[config.mk]
export PLATFORM = sky130hd
export DESIGN_NAME = pit_irq
export DESIGN_NICKNAME = d
export VERILOG_FILES = /design/src/core/pit_irq_pkg.sv /design/src/core/pit_irq.sv
export SDC_FILE = /design/constraint.sdc
export NUM_CORES = 1
export LEC_CHECK = 0
export BUFFER_PORTS_ARGS = -buffer_cell sky130_fd_sc_hd__buf_4
export CELL_PAD_IN_SITES_DETAIL_PLACEMENT = 0
export CELL_PAD_IN_SITES_GLOBAL_PLACEMENT = 1
export CORE_ASPECT_RATIO = 0.75
export CORE_UTILIZATION = 40
export DETAILED_ROUTE_END_ITERATION = 10
export PLACE_DENSITY_LB_ADDON = 0.15
export SKIP_LAST_GASP = 1
export SLEW_MARGIN = 20
export SYNTH_ARGS = -nofsm -noshare
export SYNTH_HDL_FRONTEND = slang
export SYNTH_SLANG_ARGS = --single-unit
[constraint.sdc]
create_clock -name clock -period 6.59 [get_ports clock]
set_input_delay 0.9885 -clock clock [delete_from_list [all_inputs] [get_ports clock]]
set_output_delay 0.9885 -clock clock [all_outputs]
set_load 0.01 [all_outputs]
[src/core/pit_irq_pkg.sv]
// Constants shared by the periodic timer and request recognition block.
// Assumes a single 125 MHz system clock and a plain strobe register port.
package pit_irq_pkg;
  localparam int unsigned CLOCK_HZ         = 125_000_000;
  localparam logic [3:0]  ADDR_CONTROL     = 4'h0;
  localparam logic [3:0]  ADDR_MODULUS     = 4'h1;
  localparam logic [3:0]  ADDR_MASK        = 4'h2;
  localparam logic [3:0]  ADDR_STATUS      = 4'h3;
  localparam int unsigned VEC_LSB          = 0;
  localparam int unsigned LVL_LSB          = 8;
  localparam int unsigned TM_LSB           = 0;
  localparam int unsigned PS_BIT           = 8;
  localparam logic [7:0]  VECTOR_RESET     = 8'h0f;
  localparam logic [2:0]  LEVEL_RESET      = 3'h0;
  localparam logic [7:0]  MODULUS_RESET    = 8'h00;
  localparam logic [2:0]  MASK_RESET       = 3'h7;
  localparam logic [2:0]  LEVEL_OFF        = 3'h0;
  localparam logic [2:0]  LEVEL_NMI        = 3'h7;
  localparam int unsigned PRESCALE_DIV     = 512;
  localparam int unsigned BASE_DIV         = 4;
  localparam int unsigned VALID_SAMPLES    = 2;
  localparam logic [10:0] CONTROL_MASK     = 11'h7ff;
endpackage

[src/core/pit_irq.sv]
// Periodic interrupt timer with processor request recognition logic.
// Assumes crystal_input is a slow reference from a pin; request pins are async.
// Function
// RL1 - Level code 111 gives level seven
// RL2 - Code 000 disables; 001-110 levels one-six
// RL3 - Acknowledge of timer drives its vector
// RL4 - Zero modulus stops the timer
// RL5 - Modulus register accessible at any time
// RL6 - Prescale select: bypass or divide 512
// RL7 - Prescale bit resets to inverted strap
// RL8 - Period is modulus times prescale times four
// RL9 - Count quarter reference, pulse, reload modulus
// RL10 - Timer keeps counting while request disabled
// RL11 - Timer wins over same-level external request
// RL12 - Eight levels, below seven maskable
// RL13 - Seven lines, line one lowest
// RL14 - Mask blocks level at or below it
// RL15 - Servicing loads mask with serviced level
// RL16 - Internal requests never drive the pins
// RL17 - External requests appear as module requests
// RL18 - Lines one-six active low level sensitive
// RL19 - Level seven needs edge then held low
// RL20 - Seven re-fires when mask drops from 111
// RL21 - Two consecutive low samples make valid
// RL22 - Taken only at instruction boundary
// RL23 - Pending level is not latched
// RL24 - Masked requests leave no trace
// RL25 - Present highest unmasked level, seven overrides
//
// The plain strobed port and the register offsets were chosen for this implementation.
`timescale 1ns/1ps
module pit_irq #(
  parameter int unsigned PRESCALE = pit_irq_pkg::PRESCALE_DIV
) (
  input  wire logic        clock,
  input  wire logic        rst_n,
  input  wire logic [3:0]  reg_addr,
  input  wire logic [15:0] reg_wdata,
  input  wire logic        reg_write,
  input  wire logic        reg_read,
  output logic      [15:0] reg_rdata,
  input  wire logic        clock_mode_strap,
  input  wire logic        crystal_input,
  input  wire logic [7:1]  irq_pin_n,
  input  wire logic [7:1]  module_irq,
  input  wire logic        boundary,
  input  wire logic        ack_strobe,
  output logic      [2:0]  pending_level,
  output logic             pending_valid,
  output logic             ack_from_timer,
  output logic      [7:0]  ack_vector,
  output logic             timer_tick
);
  import pit_irq_pkg::*;

  logic [7:0] periodic_vector;
  logic [2:0] periodic_request_level;
  logic [7:0] timing_modulus;
  logic       prescale_select;
  logic [2:0] priority_mask;
  logic [2:0] strap_sync;
  logic [2:0] xtal_sync;
  logic [8:0] prescale_count;
  logic [1:0] quarter_count;
  logic [7:0] timer_count;
  logic       timer_request;
  logic [7:1] pin_meta;
  logic [7:1] pin_sync;
  logic [7:1] pin_prev;
  logic [7:1] line_valid;
  logic       nmi_prev_valid;
  logic       nmi_pending;
  logic [2:0] mask_prev;

  // Settings register writes; the prescale bit follows the inverted strap while reset is held.
  always_ff @(posedge clock) begin
    if (!rst_n) begin
      periodic_vector        <= VECTOR_RESET;
      periodic_request_level <= LEVEL_RESET;
      timing_modulus         <= MODULUS_RESET;
      // The strap synchroniser runs through reset, so its last value is the strap level.
      prescale_select        <= ~strap_sync[1]; // RL7
    end else begin
      if (reg_write && reg_addr == ADDR_CONTROL) begin
        periodic_vector        <= reg_wdata[VEC_LSB +: 8];
        periodic_request_level <= reg_wdata[LVL_LSB +: 3];
      end else if (reg_write && reg_addr == ADDR_MODULUS) begin
        timing_modulus  <= reg_wdata[TM_LSB +: 8]; // RL5
        prescale_select <= reg_wdata[PS_BIT];
      end
    end
  end

  // The strap must be sampled during reset, so its synchroniser has no reset.
  always_ff @(posedge clock) begin
    strap_sync <= {strap_sync[1:0], clock_mode_strap};
  end

  always_ff @(posedge clock) begin
    if (!rst_n) begin
      xtal_sync <= 3'h0;
    end else begin
      xtal_sync <= {xtal_sync[1:0], crystal_input};
    end
  end

  logic xtal_rise;
  logic ps_tick;
  logic quarter_tick;
  assign xtal_rise    = xtal_sync[1] & ~xtal_sync[2];
  assign ps_tick      = xtal_rise &&
                        (!prescale_select || prescale_count == 9'(PRESCALE - 1)); // RL6
  assign quarter_tick = ps_tick && quarter_count == 2'(BASE_DIV - 1); // RL8

  // Timer counts down from the modulus; a zero modulus halts everything.
  always_ff @(posedge clock) begin
    if (!rst_n) begin
      prescale_count <= 9'h000;
      quarter_count  <= 2'h0;
      timer_count    <= 8'h00;
      timer_tick     <= 1'b0;
    end else begin
      timer_tick <= 1'b0;
      if (timing_modulus == 8'h00) begin // RL4
        prescale_count <= 9'h000;
        quarter_count  <= 2'h0;
        timer_count    <= 8'h00;
      end else begin
        if (xtal_rise) begin
          prescale_count <= ps_tick ? 9'h000 : prescale_count + 9'h001;
        end
        if (ps_tick) begin
          quarter_count <= quarter_count + 2'h1;
        end
        if (quarter_tick) begin
          if (timer_count <= 8'h01) begin
            timer_count <= timing_modulus; // RL9
            timer_tick  <= 1'b1;           // RL10
          end else begin
            timer_count <= timer_count - 8'h01;
          end
        end
      end
    end
  end

  // Timer request stays until acknowledged or the level is set to 000; a new tick wins over the clear.
  always_ff @(posedge clock) begin
    if (!rst_n) begin
      timer_request <= 1'b0;
    end else if (timer_tick && periodic_request_level != LEVEL_OFF) begin // RL2
      timer_request <= 1'b1;
    end else if (ack_strobe && ack_from_timer) begin
      timer_request <= 1'b0;
    end else if (periodic_request_level == LEVEL_OFF) begin
      timer_request <= 1'b0;
    end
  end

  // Pins are sampled on falling edges, as the request lines are specified.
  always_ff @(negedge clock) begin
    if (!rst_n) begin
      pin_meta <= 7'h7f;
      pin_sync <= 7'h7f;
      pin_prev <= 7'h7f;
    end else begin
      pin_meta <= irq_pin_n;
      pin_sync <= pin_meta;
      pin_prev <= pin_sync; // RL21
    end
  end

  // Pin levels only feed the recognition logic; nothing drives them back.
  logic [7:1] line_req;
  logic [7:1] timer_line;
  genvar g;
  generate
    for (g = 1; g <= 7; g++) begin : g_line
      assign timer_line[g] = timer_request && periodic_request_level == 3'(g); // RL1
      assign line_valid[g] = ~pin_sync[g] & ~pin_prev[g]; // RL18
      assign line_req[g]   = line_valid[g] | module_irq[g] | timer_line[g]; // RL16 RL17
    end
  endgenerate

  function automatic logic [2:0] top_level(input logic [7:1] req, input logic [2:0] mask);
    logic [2:0] lvl;
    lvl = 3'h0;
    for (int i = 1; i <= 6; i++) begin
      if (req[i] && 3'(i) > mask) begin // RL14
        lvl = 3'(i); // RL13
      end
    end
    return lvl;
  endfunction

  // Level seven: edge plus held level, and re-armed when the mask drops.
  always_ff @(posedge clock) begin
    if (!rst_n) begin
      nmi_prev_valid <= 1'b0;
      nmi_pending    <= 1'b0;
      mask_prev      <= MASK_RESET;
    end else begin
      nmi_prev_valid <= line_req[7];
      mask_prev      <= priority_mask;
      if ((line_req[7] && !nmi_prev_valid) || // RL19
          (line_req[7] && mask_prev == LEVEL_NMI && priority_mask != LEVEL_NMI)) begin // RL20
        nmi_pending <= 1'b1;
      end else if (ack_strobe && pending_level == LEVEL_NMI) begin
        nmi_pending <= 1'b0;
      end
    end
  end

  logic [2:0] live_level;
  assign live_level    = nmi_pending ? LEVEL_NMI : top_level(line_req, priority_mask); // RL25
  assign pending_level = live_level; // RL23 RL24
  assign pending_valid = (live_level != 3'h0) && boundary; // RL22 RL12
  assign ack_from_timer = timer_request && periodic_request_level == live_level; // RL11

  // Exception entry raises the mask to the serviced level.
  always_ff @(posedge clock) begin
    if (!rst_n) begin
      priority_mask <= MASK_RESET;
      ack_vector    <= 8'h00;
    end else begin
      if (ack_strobe && pending_valid) begin
        priority_mask <= live_level; // RL15
        ack_vector    <= ack_from_timer ? periodic_vector : 8'h00; // RL3
      end else if (reg_write && reg_addr == ADDR_MASK) begin
        priority_mask <= reg_wdata[2:0];
      end
    end
  end

  always_ff @(posedge clock) begin
    if (!rst_n) begin
      reg_rdata <= 16'h0000;
    end else if (!reg_read) begin
      reg_rdata <= 16'h0000;
    end else if (reg_addr == ADDR_CONTROL) begin
      reg_rdata <= {5'h00, 11'({periodic_request_level, periodic_vector}) & CONTROL_MASK};
    end else if (reg_addr == ADDR_MODULUS) begin
      reg_rdata <= {7'h00, prescale_select, timing_modulus};
    end else if (reg_addr == ADDR_MASK) begin
      reg_rdata <= {13'h0000, priority_mask};
    end else if (reg_addr == ADDR_STATUS) begin
      reg_rdata <= {timer_count, nmi_pending, timer_request, 3'h0, live_level};
    end else begin
      reg_rdata <= 16'h0000;
    end
  end
endmodule

==> key figures <==
Timing
  • Setup_tns: 0 ns
  • RSZ-0062 raised after global routing: no
  • Final worst slack: 0.0833 ns
  • Relative max-transition margin: 0.527
  • Worst slew pin tran: 0.703 ns
  • Hold Fails Final Rpt: 0
  • Setup violators final: 0
  • Slew Limit Fails: 0
  • Worst Skew: 0.0639 ns

Power and ir drop
  • Reg power frac: 0.481
  • Leak: 0.00228 uW
  • Combinational share of power: 0.083
  • Switching power: 349 uW
  • Max IR drop VDD: 143 uV
  • Internal power: 950 uW
  • Final total power: 1300 uW
  • Clk pwr share: 0.436
  • PD cells: 247 nW/um2
  • Sw frac: 0.269

Global route
  • Largest net degree at the start of global routing: 67
  • Vias in the first global route: 3416
  • Initial antenna violation count: 0
  • GR Overflow Total: 0
  • Tot GR Track Use: 0.204
  • First-pass GRT wire length: 17.6 mm

Detailed routing
  • Detail Route Antenna Nets: 0
  • WL final: 10.7 mm
  • DRT iter0 DRCs: 218
  • Vias: 3523
  • Drt drc: 0
  • DR vias/cell: 5.22
  • Detailed Routing Iterations Pass 1: 5
  • Wire per inst: 15.9 um

Logic synthesis
  • Post-synth top area cell: dfxtp_1
  • Ranking of synthesized cells by area: dfxtp_1 (46%), nand2_1 (4.5%), nand2b_1 (4.1%)
  • Synthesized cell area: 4290 um2
  • Register area share after synthesis: 0.465
  • Synthesized net count: 510
  • Top cell type's share of synthesized area: 0.458
  • Top_reg_cell synth: dfxtp_1
  • Syn_area_per_cell: 9.26 um2
  • Mapped Cells: 463
  • Number of flops mapped to enable cells by yosys: 1
  • Ys async rst share: 0
  • Synth warnings: 0
  • Unique masters post-synth: 64
  • Yosys reg bits: 99

Layout
  • Final antenna diode count: 0
  • Final Cell Area: 5260 um2
  • Synthesis-to-finish area growth: 22.8%
  • Commonest non-fill, non-tap cells in the layout: dfxtp_1 (97), buf_4 (70), nand2_1 (51)
  • Commonest non-fill, non-tap cell in the layout: dfxtp_1
  • Layout cell share with drive strength beyond 1: 0.206
  • Nets@finish: 581
  • Non-Filler Instances: 675

Placement
  • Buffers added on ports: 66
  • Post-DP Area: 4850 um2
  • Dpl hpwl: 7.66 mm
  • Cell count after placement: 638
  • RePlAce Congestion: 0.831
  • Post-place setup slack: 0.381 ns

Worst hold path
  • Worst Hold Depth: 0
  • Hold Path Class: reg -> reg
  • Hold_sp: strap_sync[0]
  • Hold endpoint: strap_sync[1]

Setup path
  • Critical Path AT: 5.52 ns
  • FF-to-FF Start: pin_sync[6]
  • Setup CP Type: reg -> out
  • Critical Path Source Type: flip-flop
  • Critical path data required time: 5.60 ns
  • Crit Path Max Fanout: 3
  • Flop-to-flop setup slack: 1.15 ns
  • Crit end category: primary output
  • Cell depth of the worst flop-to-flop path: 8
  • Reg-to-reg critical path endpoint: priority_mask[0]

Clock network
  • Clock root buffer: clkbuf_16
  • H-tree Lvls: 3
  • Clock-pin slew on the worst setup and hold paths: 0.07 ns
  • CTS tree: yes
  • Clock buffer depth: 2
  • Total CTS buffers: 9
  • Latest clock arrival within the worst-skew pair: 0.40 ns
  • Num Clock Sinks: 99

Floorplanning
  • Core Region: 10300 um2
  • Die ar.: 11100 um2
  • DIE WIDTH: 122 um
  • Initial Utilization: 0.415
  • Die Y: 91.6 um
  • # rows: 32
  • Num ports: 72

Flow run
  • Max-cap violation count: 0

Status
  • Status: finished, final reports clean
[through the flow]
stage	hold WS (ns)	utilization
floorplan	0.310	-
global placement	0.312	0.469
detailed placement	0.314	0.469
CTS	0.332	0.507
global route	0.342	0.509
finish	0.334	0.509
[cells in the mapped netlist (3+ instances only)]
master,instances
nand2b_1,28
o21bai_1,4
nand2_1,51
and3_1,12
clkbuf_1,22
o21ai_0,9
or4_1,3
inv_1,11
a21oi_1,13
nand3b_1,3
nand4_1,3
dfxtp_1,98
xor2_1,6
nor3_1,6
nor2_1,37
a21boi_0,7
and2_1,14
mux2_2,7
a31oi_1,3
o31a_1,3
nand3_1,11
o211ai_1,4
o2bb2ai_1,4
buf_2,5
mux2i_1,15
o21ai_1,5
nor2b_1,13
a211oi_1,5
ha_1,5
a22oi_1,7
a41o_1,6
[worst max path at each step]
stage / start / endpoint / slack [ns] / depth (start not counted)
after floorplan: pin_sync[6] / ack_from_timer / 0.46 / 6
after global placement: pin_sync[2] / ack_from_timer / 0.40 / 7
final: pin_sync[3] / ack_from_timer / 0.08 / 7
after detailed placement: pin_sync[2] / ack_from_timer / 0.38 / 7
after global routing: pin_sync[6] / ack_from_timer / 0.005 / 8
after CTS: pin_sync[2] / ack_from_timer / 0.04 / 7
[registers in the layout, indices dropped and copies added (netlist names), 2 cells and up]
register	flops
pin_meta	7
periodic_vector	8
priority_mask	3
strap_sync	2
pin_sync	7
ack_vector	8
xtal_sync	3
quarter_count	2
timer_count	8
reg_rdata	16
timing_modulus	8
pin_prev	7
periodic_request_level	3
prescale_count	9
mask_prev	3
[power by group through the flow]
stage | combinational [uW] | sequential (uW) | clock [uW]
detailed placement | 105 | 636 | 20.4
global placement | 103 | 636 | 20.4
finish | 108 | 624 | 567
global route | 118 | 626 | 615
CTS | 107 | 624 | 581
floorplan | 67.2 | 629 | 20.4
[timing repair]
action / 4_1_cts / 5_1_grt
endpoints found under the setup margin: 1 / 1
gates resized for setup: 1 / 6
pin swaps: 1 / 1
buffers inserted: 1 / 0
hold buffers: 0 / 0
[routing by layer]
layer  global-route usage  wire length (um)
met5                    0                 0
met2                0.294              4270
met1                0.305              5750
met4               0.0494                93
met3               0.0448               613
[kinds of logic (layout without fill, tap and decap cells)]
family                   Yosys count  in the layout  share of synthesized area
XOR/XNOR                           7              7                     0.0143
flip-flops                        99             99                      0.465
AND/OR/NAND/NOR                  195            195                      0.238
adder cells (fa/ha/maj)            5              5                     0.0146
AO/OA/AOI/OAI                     91             91                      0.164
multiplexers                      24             24                     0.0639
buffers and inverters             42            118                     0.0403
[critical path: stages, from the launching register on]
cell       delay (ns)
dfxtp_1          0.30
o21bai_1         0.20
o2bb2ai_1        0.20
mux2_2           0.37
o211a_1          0.26
a2bb2oi_4        0.18
and2_4           0.17
buf_4            0.14
[area by class of cell]
type | instances | area [um2]
flip-flops and latches | 99 | 1990
repair buffers | 70 | 526
clock inverters | 28 | 154
fillers | 1005 | 5070
clock buffers | 9 | 225
inverters | 11 | 41.3
well taps | 136 | 170
multi-input cells | 322 | 2150
Power figures use the tool's default switching activity.
